### config.mk
export PLATFORM = sky130hd
export DESIGN_NAME = client_lane_end_flat
export DESIGN_NICKNAME = d
export VERILOG_FILES = /design/src/design/frame_lane_pkg.sv /design/src/design/frame_lane_if.sv /design/src/design/client_lane_end.sv /design/src/flat_wrapper.sv
export SDC_FILE = /design/constraint.sdc
export NUM_CORES = 2
export LEC_CHECK = 0
export ABC_CLOCK_PERIOD_IN_PS = 2100
export BUFFER_PORTS_ARGS = -buffer_cell sky130_fd_sc_hd__buf_2
export CORE_AREA = 2 2 478 480
export CTS_CLUSTER_DIAMETER = 120
export DETAILED_ROUTE_END_ITERATION = 16
export DIE_AREA = 0 0 480 482
export SYNTH_ARGS = -nofsm -noshare
export SYNTH_HDL_FRONTEND = slang
export SYNTH_SLANG_ARGS = --single-unit
### constraint.sdc
create_clock -name clk_i -period 2.1 [get_ports clk_i]
set_input_delay 0.105 -clock clk_i [delete_from_list [all_inputs] [get_ports clk_i]]
set_output_delay 0.105 -clock clk_i [all_outputs]
set_load 0.01 [all_outputs]
### src/design/frame_lane_pkg.sv
package frame_lane_pkg;
	localparam int BUS_W = 256;
	localparam int BUS_BYTES = 32;
	localparam int UNUSED_W = 5;
	localparam int OCTET_W = 8;
	localparam int HDR_BYTES_PLAIN = 14;
	localparam int HDR_BYTES_PT = 22;
	localparam int PRE_BYTES = 8;
	localparam int ADDR_W = 48;
	localparam int TL_W = 16;
	localparam int PRE_W = 64;
	localparam int START_MSB = 199;
	localparam int SFD_MSB = 255;
	localparam int DA_MCAST_BIT = 40;
	localparam int DA_LOCAL_BIT = 41;
	localparam int MIN_FRAME_BYTES = 64;
	localparam int MAX_PAD_BYTES = 46;
	localparam int FIFO_DEPTH = 16;
	localparam logic [7:0] START_OCTET = 8'hfb;
	localparam logic [7:0] SFD_OCTET = 8'hd5;

	typedef struct packed {
		logic [BUS_W-1:0] data;
		logic first;
		logic last;
		logic [UNUSED_W-1:0] unused;
	} beat_t;

	localparam int BEAT_W = $bits(beat_t);

	// destination address of a first beat, earliest octet in the top lane
	function automatic logic [ADDR_W-1:0] da_of(input logic [BUS_W-1:0] data, input logic pt);
		da_of = pt ? data[BUS_W-1-PRE_W -: ADDR_W] : data[BUS_W-1 -: ADDR_W];
	endfunction

	// bytes in a beat from its unused lane count
	function automatic logic [6:0] used_bytes(input logic [UNUSED_W-1:0] unused);
		used_bytes = 7'(BUS_BYTES) - {2'b00, unused};
	endfunction
endpackage

### src/design/frame_lane_if.sv
`timescale 1ns/1ps
`default_nettype none
interface frame_lane_if;
	import frame_lane_pkg::*;
	logic [BUS_W-1:0] tx_client_data_bus;
	logic tx_client_first_beat;
	logic tx_client_last_beat;
	logic [UNUSED_W-1:0] tx_client_unused_byte_count;
	logic tx_client_valid;
	logic tx_client_ready;
	logic [BUS_W-1:0] rx_frame_data;
	logic rx_frame_first;
	logic rx_frame_last;
	logic [UNUSED_W-1:0] rx_frame_unused;
	logic rx_frame_valid;
	logic rx_frame_ready;

	modport client (
		output tx_client_data_bus, tx_client_first_beat, tx_client_last_beat,
		output tx_client_unused_byte_count, tx_client_valid,
		input tx_client_ready,
		input rx_frame_data, rx_frame_first, rx_frame_last, rx_frame_unused, rx_frame_valid,
		output rx_frame_ready
	);

	modport mac (
		input tx_client_data_bus, tx_client_first_beat, tx_client_last_beat,
		input tx_client_unused_byte_count, tx_client_valid,
		output tx_client_ready,
		output rx_frame_data, rx_frame_first, rx_frame_last, rx_frame_unused, rx_frame_valid,
		input rx_frame_ready
	);
endinterface
`default_nettype wire

### src/design/client_lane_end.sv
// Function
// - pass-through: eight preamble octets lead frame
// - preamble reversed: start 199:192, delimiter 255:248
// - addresses follow preamble in usual order
// - address bit 40 marks multicast
// - address bit 41 marks local administration
// - receive side forwards header and payload
// - received frame: DA, SA, type, payload, pad, CRC
// - top byte lane carries earliest octet
// - first address octet in top address lane
`timescale 1ns/1ps
`default_nettype none
module client_lane_end
	import frame_lane_pkg::*;
(
	input wire logic clk_i,
	input wire logic resetn_i,
	frame_lane_if.client lane,
	input wire logic passthrough_i,
	input wire logic [PRE_W-1:0] preamble_i,
	input wire logic [ADDR_W-1:0] da_i,
	input wire logic [ADDR_W-1:0] sa_i,
	input wire logic [TL_W-1:0] tl_i,
	input wire logic hdr_valid_i,
	output logic hdr_ready_o,
	input wire logic [BUS_W-1:0] pay_data_i,
	input wire logic pay_last_i,
	input wire logic [UNUSED_W-1:0] pay_unused_i,
	input wire logic pay_valid_i,
	output logic pay_ready_o,
	output logic [BUS_W-1:0] rx_data_o,
	output logic rx_first_o,
	output logic rx_last_o,
	output logic [UNUSED_W-1:0] rx_unused_o,
	output logic rx_valid_o,
	input wire logic rx_ready_i,
	output logic rx_multicast_o,
	output logic rx_local_o
);
	typedef enum logic [1:0] {
		ST_IDLE,
		ST_BODY,
		ST_TAIL
	} state_t;

	state_t state;
	state_t next_state;
	logic [BUS_W-1:0] carry;
	logic [BUS_W-1:0] next_carry;
	logic [5:0] hdr_bytes;
	logic first_pending;
	logic [UNUSED_W-1:0] tail_unused;
	logic [UNUSED_W-1:0] next_tail_unused;
	logic [BUS_W-1:0] hdr_image;
	logic [2*BUS_W-1:0] merged;
	logic [6:0] total_bytes;
	logic hdr_fire;
	logic pay_fire;
	logic tx_fire;
	logic slot_free;
	logic load_beat;
	beat_t next_beat;
	logic next_tx_valid;
	logic rx_load;
	logic [ADDR_W-1:0] rx_da;

	// header image, left aligned, preamble octets in reversed lane order
	always_comb begin
		if (passthrough_i) begin
			hdr_image = {preamble_i, da_i, sa_i, tl_i, 80'h0};
		end else begin
			hdr_image = {da_i, sa_i, tl_i, 144'h0};
		end
	end

	assign hdr_fire = hdr_valid_i && hdr_ready_o;
	assign pay_fire = pay_valid_i && pay_ready_o;
	assign tx_fire = lane.tx_client_valid && lane.tx_client_ready;
	assign slot_free = !lane.tx_client_valid || lane.tx_client_ready;

	// payload slides down behind the octets still held back
	assign merged = {carry, 256'h0} | ({pay_data_i, 256'h0} >> {hdr_bytes, 3'b000});
	assign total_bytes = 7'({1'b0, hdr_bytes} + used_bytes(pay_unused_i));

	always_comb begin
		next_state = state;
		next_carry = carry;
		next_tail_unused = tail_unused;
		load_beat = 1'b0;
		next_beat = '{data: '0, first: 1'b0, last: 1'b0, unused: '0};
		case (state)
			ST_IDLE: begin
				if (hdr_fire) begin
					next_carry = hdr_image;
					next_state = ST_BODY;
				end
			end
			ST_BODY: begin
				if (pay_fire) begin
					load_beat = 1'b1;
					next_carry = merged[BUS_W-1:0];
					next_beat.data = merged[2*BUS_W-1:BUS_W];
					next_beat.first = first_pending;
					if (pay_last_i) begin
						if (total_bytes <= 7'(BUS_BYTES)) begin
							next_beat.last = 1'b1;
							next_beat.unused = UNUSED_W'(7'(BUS_BYTES) - total_bytes);
							next_state = ST_IDLE;
						end else begin
							next_tail_unused = UNUSED_W'(7'(2*BUS_BYTES) - total_bytes);
							next_state = ST_TAIL;
						end
					end
				end
			end
			ST_TAIL: begin
				if (slot_free) begin
					load_beat = 1'b1;
					next_beat.data = carry;
					next_beat.last = 1'b1;
					next_beat.unused = tail_unused;
					next_state = ST_IDLE;
				end
			end
			default: begin
				next_state = ST_IDLE;
			end
		endcase
	end

	assign next_tx_valid = load_beat || (lane.tx_client_valid && !tx_fire);

	// frame sequencing
	always_ff @(posedge clk_i or negedge resetn_i) begin
		if (!resetn_i) begin
			state <= ST_IDLE;
			carry <= '0;
			tail_unused <= '0;
		end else begin
			state <= next_state;
			carry <= next_carry;
			tail_unused <= next_tail_unused;
		end
	end

	// header length of the frame in progress
	always_ff @(posedge clk_i or negedge resetn_i) begin
		if (!resetn_i) begin
			hdr_bytes <= 6'(HDR_BYTES_PLAIN);
			first_pending <= 1'b0;
		end else if (hdr_fire) begin
			hdr_bytes <= passthrough_i ? 6'(HDR_BYTES_PT) : 6'(HDR_BYTES_PLAIN);
			first_pending <= 1'b1;
		end else if (load_beat) begin
			first_pending <= 1'b0;
		end
	end

	// user side handshakes, one beat in flight
	always_ff @(posedge clk_i or negedge resetn_i) begin
		if (!resetn_i) begin
			hdr_ready_o <= 1'b0;
			pay_ready_o <= 1'b0;
		end else begin
			hdr_ready_o <= next_state == ST_IDLE && !hdr_fire;
			pay_ready_o <= next_state == ST_BODY && !next_tx_valid;
		end
	end

	// transmit beat toward the mac
	always_ff @(posedge clk_i or negedge resetn_i) begin
		if (!resetn_i) begin
			lane.tx_client_data_bus <= '0;
			lane.tx_client_first_beat <= 1'b0;
			lane.tx_client_last_beat <= 1'b0;
			lane.tx_client_unused_byte_count <= '0;
			lane.tx_client_valid <= 1'b0;
		end else begin
			lane.tx_client_valid <= next_tx_valid;
			if (load_beat) begin
				lane.tx_client_data_bus <= next_beat.data;
				lane.tx_client_first_beat <= next_beat.first;
				lane.tx_client_last_beat <= next_beat.last;
				lane.tx_client_unused_byte_count <= next_beat.unused;
			end
		end
	end

	// receive beats from the mac
	assign rx_load = !rx_valid_o || rx_ready_i;
	assign lane.rx_frame_ready = rx_load;
	assign rx_da = da_of(lane.rx_frame_data, 1'b0);

	always_ff @(posedge clk_i or negedge resetn_i) begin
		if (!resetn_i) begin
			rx_data_o <= '0;
			rx_first_o <= 1'b0;
			rx_last_o <= 1'b0;
			rx_unused_o <= '0;
			rx_valid_o <= 1'b0;
		end else if (rx_load) begin
			rx_valid_o <= lane.rx_frame_valid;
			if (lane.rx_frame_valid) begin
				rx_data_o <= lane.rx_frame_data;
				rx_first_o <= lane.rx_frame_first;
				rx_last_o <= lane.rx_frame_last;
				rx_unused_o <= lane.rx_frame_unused;
			end
		end
	end

	// address flags of each received frame
	always_ff @(posedge clk_i or negedge resetn_i) begin
		if (!resetn_i) begin
			rx_multicast_o <= 1'b0;
			rx_local_o <= 1'b0;
		end else if (rx_load && lane.rx_frame_valid && lane.rx_frame_first) begin
			rx_multicast_o <= rx_da[DA_MCAST_BIT];
			rx_local_o <= rx_da[DA_LOCAL_BIT];
		end
	end
endmodule // client_lane_end
`default_nettype wire

### src/flat_wrapper.sv
// flat-port wrapper written by rule: the top's interface ports become plain ports
module client_lane_end_flat import frame_lane_pkg::*;
  (clk_i, resetn_i, passthrough_i, preamble_i, da_i, sa_i, tl_i, hdr_valid_i, hdr_ready_o, pay_data_i, pay_last_i, pay_unused_i, pay_valid_i, pay_ready_o, rx_data_o, rx_first_o, rx_last_o, rx_unused_o, rx_valid_o, rx_ready_i, rx_multicast_o, rx_local_o, lane_tx_client_data_bus, lane_tx_client_first_beat, lane_tx_client_last_beat, lane_tx_client_unused_byte_count, lane_tx_client_valid, lane_tx_client_ready, lane_rx_frame_data, lane_rx_frame_first, lane_rx_frame_last, lane_rx_frame_unused, lane_rx_frame_valid, lane_rx_frame_ready);
  frame_lane_if lane_i ();
  input wire logic clk_i;
  input wire logic resetn_i;
  input wire logic passthrough_i;
  input wire logic [PRE_W-1:0] preamble_i;
  input wire logic [ADDR_W-1:0] da_i;
  input wire logic [ADDR_W-1:0] sa_i;
  input wire logic [TL_W-1:0] tl_i;
  input wire logic hdr_valid_i;
  output logic hdr_ready_o;
  input wire logic [BUS_W-1:0] pay_data_i;
  input wire logic pay_last_i;
  input wire logic [UNUSED_W-1:0] pay_unused_i;
  input wire logic pay_valid_i;
  output logic pay_ready_o;
  output logic [BUS_W-1:0] rx_data_o;
  output logic rx_first_o;
  output logic rx_last_o;
  output logic [UNUSED_W-1:0] rx_unused_o;
  output logic rx_valid_o;
  input wire logic rx_ready_i;
  output logic rx_multicast_o;
  output logic rx_local_o;
  output wire logic [$bits(lane_i.tx_client_data_bus)-1:0] lane_tx_client_data_bus;
  output wire logic [$bits(lane_i.tx_client_first_beat)-1:0] lane_tx_client_first_beat;
  output wire logic [$bits(lane_i.tx_client_last_beat)-1:0] lane_tx_client_last_beat;
  output wire logic [$bits(lane_i.tx_client_unused_byte_count)-1:0] lane_tx_client_unused_byte_count;
  output wire logic [$bits(lane_i.tx_client_valid)-1:0] lane_tx_client_valid;
  input wire logic [$bits(lane_i.tx_client_ready)-1:0] lane_tx_client_ready;
  input wire logic [$bits(lane_i.rx_frame_data)-1:0] lane_rx_frame_data;
  input wire logic [$bits(lane_i.rx_frame_first)-1:0] lane_rx_frame_first;
  input wire logic [$bits(lane_i.rx_frame_last)-1:0] lane_rx_frame_last;
  input wire logic [$bits(lane_i.rx_frame_unused)-1:0] lane_rx_frame_unused;
  input wire logic [$bits(lane_i.rx_frame_valid)-1:0] lane_rx_frame_valid;
  output wire logic [$bits(lane_i.rx_frame_ready)-1:0] lane_rx_frame_ready;
  assign lane_tx_client_data_bus = lane_i.tx_client_data_bus;
  assign lane_tx_client_first_beat = lane_i.tx_client_first_beat;
  assign lane_tx_client_last_beat = lane_i.tx_client_last_beat;
  assign lane_tx_client_unused_byte_count = lane_i.tx_client_unused_byte_count;
  assign lane_tx_client_valid = lane_i.tx_client_valid;
  assign lane_i.tx_client_ready = lane_tx_client_ready;
  assign lane_i.rx_frame_data = lane_rx_frame_data;
  assign lane_i.rx_frame_first = lane_rx_frame_first;
  assign lane_i.rx_frame_last = lane_rx_frame_last;
  assign lane_i.rx_frame_unused = lane_rx_frame_unused;
  assign lane_i.rx_frame_valid = lane_rx_frame_valid;
  assign lane_rx_frame_ready = lane_i.rx_frame_ready;
  client_lane_end u_core (.clk_i(clk_i), .resetn_i(resetn_i), .lane(lane_i), .passthrough_i(passthrough_i), .preamble_i(preamble_i), .da_i(da_i), .sa_i(sa_i), .tl_i(tl_i), .hdr_valid_i(hdr_valid_i), .hdr_ready_o(hdr_ready_o), .pay_data_i(pay_data_i), .pay_last_i(pay_last_i), .pay_unused_i(pay_unused_i), .pay_valid_i(pay_valid_i), .pay_ready_o(pay_ready_o), .rx_data_o(rx_data_o), .rx_first_o(rx_first_o), .rx_last_o(rx_last_o), .rx_unused_o(rx_unused_o), .rx_valid_o(rx_valid_o), .rx_ready_i(rx_ready_i), .rx_multicast_o(rx_multicast_o), .rx_local_o(rx_local_o));
endmodule
-- Word-level counts from Yosys, hierarchy flattened
Cells that the tools add are included.
- add/sub/neg operators: 4
- magnitude comparators: 1
- equal/unequal tests: 5
- shift-type cells: 1
- muxes and demuxes: 24
- bitwise gates (word level): 2
- reductions and logical operators: 23
- operators with widths (operator ; count):
    two-way mux 256 bit ; 4
    one-hot mux 256 bit (2 select lines) ; 2
    OR 512 bit ; 1
    >> shifter 512 x 9 -> 512 bit ; 1
    two-way mux 263 bit ; 1
    two-way mux 6 bit ; 3
    one-hot mux 6 bit (2 select lines) ; 1
    two-way mux 2 bit ; 5
    subtractor 1 x 5 -> 5 bit (first input constant) ; 2
    logical AND 1 bit ; 8
    adder 6 x 7 -> 7 bit ; 1
    less-or-equal comparator 7 x 6 -> 1 bit (second input constant) ; 1
    subtractor 6 x 5 -> 7 bit (first input constant) ; 1
    one-hot mux 2 bit (3 select lines) ; 1
    zero test 1 bit ; 5
    two-way mux 1 bit ; 5
    two-way mux 5 bit ; 1
    equality test 2 x 1 -> 1 bit (second input constant) ; 2
    zero test 2 bit ; 2
    inequality test 2 x 1 -> 1 bit (second input constant) ; 2
    AND reduction 4 bit ; 1
    nonzero test 2 bit ; 2
    logical OR 1 bit ; 3
    AND reduction 3 bit ; 1
    4 further kinds ; 4
- register bits after elaboration: 802
- output and inout bits: 533
- logic and storage cells: 79

-- Longest topological paths before layout
- word-level depth: 9
- depth in mapped cells: 10
- mapped depth without buffers: 7

-- Worst setup path before layout
OpenSTA, ideal clock, no wires.
- path type: flip-flop to flip-flop
- start: reg u_core.hdr_bytes[3]
- end: reg u_core.tail_unused[0]
- library setup time: 0.125 ns
- arrival time: 1.820 ns
- required time: 1.975 ns
- setup slack: 0.155 ns
- cell stages (with the launch flop): 7
- buffers on the path: 0
- cell sequence: dfstp_2 > ha_1 > o21ai_0 > a2bb2oi_2 > o22ai_4 > nor2_4 > mux2_2
- cells in the longest elaborated chain, start to end: 4
- RTL lines (element ; RTL line ; RTL):
    from (decl) ; client_lane_end.sv:50 ; logic [5:0] hdr_bytes;
    from (signal assigned) ; client_lane_end.sv:149 ; hdr_bytes <= 6'(HDR_BYTES_PLAIN);
    from (signal assigned) ; client_lane_end.sv:152 ; hdr_bytes <= passthrough_i ? 6'(HDR_BYTES_PT) : 6'(HDR_BYTES_PLAIN);
    adder 6 x 7 -> 7 bit ; client_lane_end.sv:83 ; assign total_bytes = 7'({1'b0, hdr_bytes} + used_bytes(pay_unused_i));
    less-or-equal comparator 7 x 6 -> 1 bit ; client_lane_end.sv:105 ; if (total_bytes <= 7'(BUS_BYTES)) begin
    inverter 1 bit (no source line) ; - ;
    AND reduction 4 bit (no source line) ; - ;
    to (signal assigned) ; client_lane_end.sv:142 ; tail_unused <= next_tail_unused;
    to (decl) ; client_lane_end.sv:52 ; logic [UNUSED_W-1:0] tail_unused;
Every way passes these cells.
A chain may end at the register's enable or synchronous reset.

-- Worst setup path after layout
- start: reg u_core.hdr_bytes[3]
- end: reg u_core.tail_unused[3]
- cells in the longest elaborated chain, start to end: 4
- elaborated cells on any way between the ends: 5
- classes of those cells: 2 x add/sub; 1 x order compare; 1 x bitwise; 1 x reduce/logical
- RTL lines (element ; RTL line):
    adder 6 x 7 -> 7 bit (*) ; client_lane_end.sv:83
    less-or-equal comparator 7 x 6 -> 1 bit ; client_lane_end.sv:105
    inverter 1 bit (no source line) ; -
    AND reduction 4 bit (no source line) ; -
Every way passes the cells marked *; elsewhere a longest branch is shown, timed or not.

==> impl_metrics.env <==
export IMPL_cp_required_ps=2730
export IMPL_yosysWarnings=0
export IMPL_synth_compound_area_share_pct=12.6
export IMPL_numCtsBuffers=100
export IMPL_track_usage_pct=21.8
export IMPL_worstPathMaxFanout=6
export IMPL_p_comb_share_pct=47.2
export IMPL_synth_seq_cells=782
export IMPL_clk_pin_slew_ps=60
export IMPL_hold_viol_final=0
export IMPL_syn_area_mm2=0.0371
export IMPL_power_mw=80.3
export IMPL_vias_per_cell=4.40
export IMPL_dieHeight_um=482
export IMPL_clkPwrFrac_pct=22.9
export IMPL_start_kind="flop"
export IMPL_cts_buffer_depth=3
export IMPL_syn_area_per_cell_um2=8.59
export IMPL_root_buffer="clkbuf_16"
export IMPL_path_buf_inv=0
export IMPL_setup_viol=5
export IMPL_gp_congestion=1.02
export IMPL_muxShareOfSynthArea_pct=8.66
export IMPL_yosysSeqAreaShare_pct=52.8
export IMPL_seq_power_share_pct=29.9
export IMPL_crit_type="flop to flop"
export IMPL_grt_ovfl_total=0
export IMPL_slowest_delay_ps=730
export IMPL_die_area_mm2=0.231
export IMPL_utilization_pct=27.3
export IMPL_hold_class="primary input to asynchronous set/reset pin"
export IMPL_ant_nets=0
export IMPL_synth_top_family_by_area="simple AND/OR/NAND/NOR gates"
export IMPL_post_place_ws_ps=-85.8
export IMPL_fin_nets=7195
export IMPL_area_growth_pct=66.8
export IMPL_fillers=24400
export IMPL_powerDensity_mw_per_mm2=1300
export IMPL_drv_cap=0
export IMPL_die_x_um=480
export IMPL_worstMarginPinSlew_ps=711
export IMPL_vias=42400
export IMPL_grt_pass1_vias=42100
export IMPL_post_route_period_util_pct=103
export IMPL_clk_latency_ps=780
export IMPL_hpwl_um=212000
export IMPL_htreeDepth=3
export IMPL_synthFlopType="dfrtp_1"
export IMPL_setup_ws_ps=-57.9
export IMPL_status="finished with violations"
export IMPL_postSynthCellCount=4316
export IMPL_wire_per_inst_um=27.7
export IMPL_grt_max_degree=112
export IMPL_crit_chain="ha_4 -> a21boi_4 -> o211ai_2 -> o22ai_4 -> nor2_4 -> mux2_4"
export IMPL_crit_family="flip-flops"
export IMPL_fin_worst_skew_ps=66.1
export IMPL_synthArstFlopShare_pct=100
export IMPL_internal_power_mw=45.7
export IMPL_rows=175
export IMPL_drc_errors=0
export IMPL_violations="negative setup slack"
export IMPL_peakVddDrop_mv=0.838
export IMPL_synth_simple_gate_area_share_pct=21.1
export IMPL_max_freq_mhz=463
export IMPL_cts_tree="built"
export IMPL_switching_share_pct=43.0
export IMPL_start_util_pct=16.4
export IMPL_synth_xor_xnor_area_share_pct=0.0945
export IMPL_synth_distinct_cells=52
export IMPL_arrival_ps=2790
export IMPL_synth_edf_count=0
export IMPL_crit_path_top_delay_cell="dfstp_4"
export IMPL_endpoint_kind="flop"
export IMPL_first_iter_violations=3701
export IMPL_core_mm2=0.226
export IMPL_layout_drive_gt1_share_pct=29.5
export IMPL_pin_count=1242
export IMPL_post_route_min_period_ps=2160
export IMPL_wl_um=267000
export IMPL_clock_sinks=782
export IMPL_maxSlewHeadroom_pct=52.6
export IMPL_grt_pass1_wl_um=351000
export IMPL_antenna_found_initial=129
export IMPL_postSynthNetCount=5034
export IMPL_drv_slew=0
export IMPL_rsz0062_at_grt="true"
export IMPL_io_buffers=1241
export IMPL_hold_ws_ps=83.6
export IMPL_p_switching_mw=34.6
export IMPL_synthAdderAreaFrac_pct=0.304
export IMPL_leakage_nw=30.7
export IMPL_first_pass_iters=8
==> logic make-up (layout without fill, tap and decap cells) <==
| family | count (synthesis) | count (layout) |
|---|---|---|
| adders and majority gates | 9 | 9 |
| muxes | 310 | 310 |
| and+or+nand+nor | 2033 | 2033 |
| buffers and inverters | 326 | 2573 |
| other | 0 | 81 |
| xor gates and xnor gates | 4 | 4 |
| AOI/OAI and AO/OA | 852 | 852 |
| DFF | 782 | 782 |
==> flip-flops by register name (all words and copies together) (netlist names), 2 cells and up <==
name                                     count
u_core.lane.tx_client_data_bus             256
u_core.rx_data_o                           256
u_core.lane.tx_client_unused_byte_count      5
u_core.state                                 2
u_core.rx_unused_o                           5
u_core.hdr_bytes                             2
u_core.carry                               240
u_core.tail_unused                           5
==> metal layers <==
| layer | routed length, um | global-route usage (%) |
|---|---|---|
| met2 | 121000 | 34.9 |
| met5 | 425 | 0 |
| met1 | 105000 | 26.3 |
| met4 | 15700 | 11.3 |
| met3 | 25200 | 6.83 |
==> Yosys cell counts, types with 9 or more instances <==
cell | n | area share (%)
inv_1 | 9 | 0.091
a221oi_1 | 64 | 1.5
clkbuf_1 | 132 | 1.3
nand2_1 | 1565 | 16
dfrtp_1 | 781 | 53
mux2_2 | 86 | 2.6
o21ai_0 | 306 | 4.1
mux2i_1 | 224 | 6.0
o41ai_1 | 16 | 0.38
buf_2 | 105 | 1.4
buf_6 | 13 | 0.39
o21ai_1 | 132 | 1.8
ha_1 | 9 | 0.30
buf_4 | 48 | 0.97
a21oi_1 | 314 | 4.2
nand3_1 | 68 | 0.92
nor2_1 | 377 | 3.8
==> worst register-to-register path: cells and delay by family (launching register included) <==
family                   cells  cell delay, ps
multiplexers                 1             330
flip-flops                   1             730
adder cells (fa/ha/maj)      1             250
AND/OR/NAND/NOR              1             210
AO/OA/AOI/OAI                3             520
==> layout by cell type, fill, tap and decap left out, types with 32 or more instances in the layout <==
master | synthesis | routed
dfrtp_1 | 781 | 778
o21ai_1 | 132 | 185
buf_4 | 48 | 201
buf_2 | 105 | 1239
o21ai_0 | 306 | 252
nand3_1 | 68 | 67
mux2_4 | 0 | 32
nand2_1 | 1565 | 1564
dlygate4sd3_1 | 0 | 804
mux2i_1 | 224 | 198
nor2_1 | 377 | 355
clkbuf_16 | 0 | 113
mux2_2 | 86 | 54
a21oi_1 | 314 | 301
buf_12 | 1 | 93
a221oi_1 | 64 | 48
diode_2 | 0 | 81
==> power by group through the flow <==
stage / logic [mW] / clock network, mW / registers, mW
after floorplan: 15.9 / 0 / 24.4
after global placement: 33.0 / 0 / 23.9
after detailed placement: 33.3 / 0 / 24.0
after CTS: 35.0 / 18.9 / 23.8
after global routing: 40.8 / 19.4 / 24.5
final: 37.9 / 18.4 / 24.0
==> final timing paths <==
| check | from | end | slack, ps | depth (start not counted) |
|---|---|---|---|---|
| max | u_core.hdr_bytes[3] | u_core.tail_unused[3] | -60 | 6 |
| min | resetn_i | u_core.lane.tx_client_data_bus[37] | 80 | 3 |
| max reg2reg | u_core.hdr_bytes[3] | u_core.tail_unused[3] | -60 | 6 |
| min reg2reg | u_core.lane.tx_client_data_bus[120] | u_core.lane.tx_client_data_bus[120] | 460 | 2 |
| max in group asynchronous | resetn_i | u_core.carry[215] | 1270 | 3 |
| min in group clk_i | lane_rx_frame_data[211] | u_core.rx_data_o[211] | 90 | 4 |
==> per-stage QoR <==
stage | setup TNS, ps | instance area (um2) | instances
global route | -2430 | 61800 | 9621
floorplan | 0 | 37100 | 4316
detailed placement | -304 | 48800 | 8526
global placement | -292 | 48800 | 8526
CTS | -191 | 60300 | 9522
finish | -240 | 61800 | 9653
==> area by class of cell <==
type                    instances  area, um2  share of cell area, %
flip-flops and latches        782      19600                   31.7
repair buffers               2374      18300                   29.7
multi-input cells            3208      16500                   26.6
well taps                    3009       3760                   6.09
clock buffers                 142       2870                   4.64
clock inverters                46        561                  0.907
diodes                         81        203                  0.328
inverters                      11       43.8                 0.0708
==> timing repair <==
item                                   4_1_cts  5_1_grt
gates cloned                                 0       15
endpoints found under the hold margin     1514        0
pin swaps                                    2       69
gates resized for setup                      5      200
setup endpoints to repair                   18      192
buffers inserted                             3       36
hold buffers                               805        0
(Power assumes the default switching activity.)
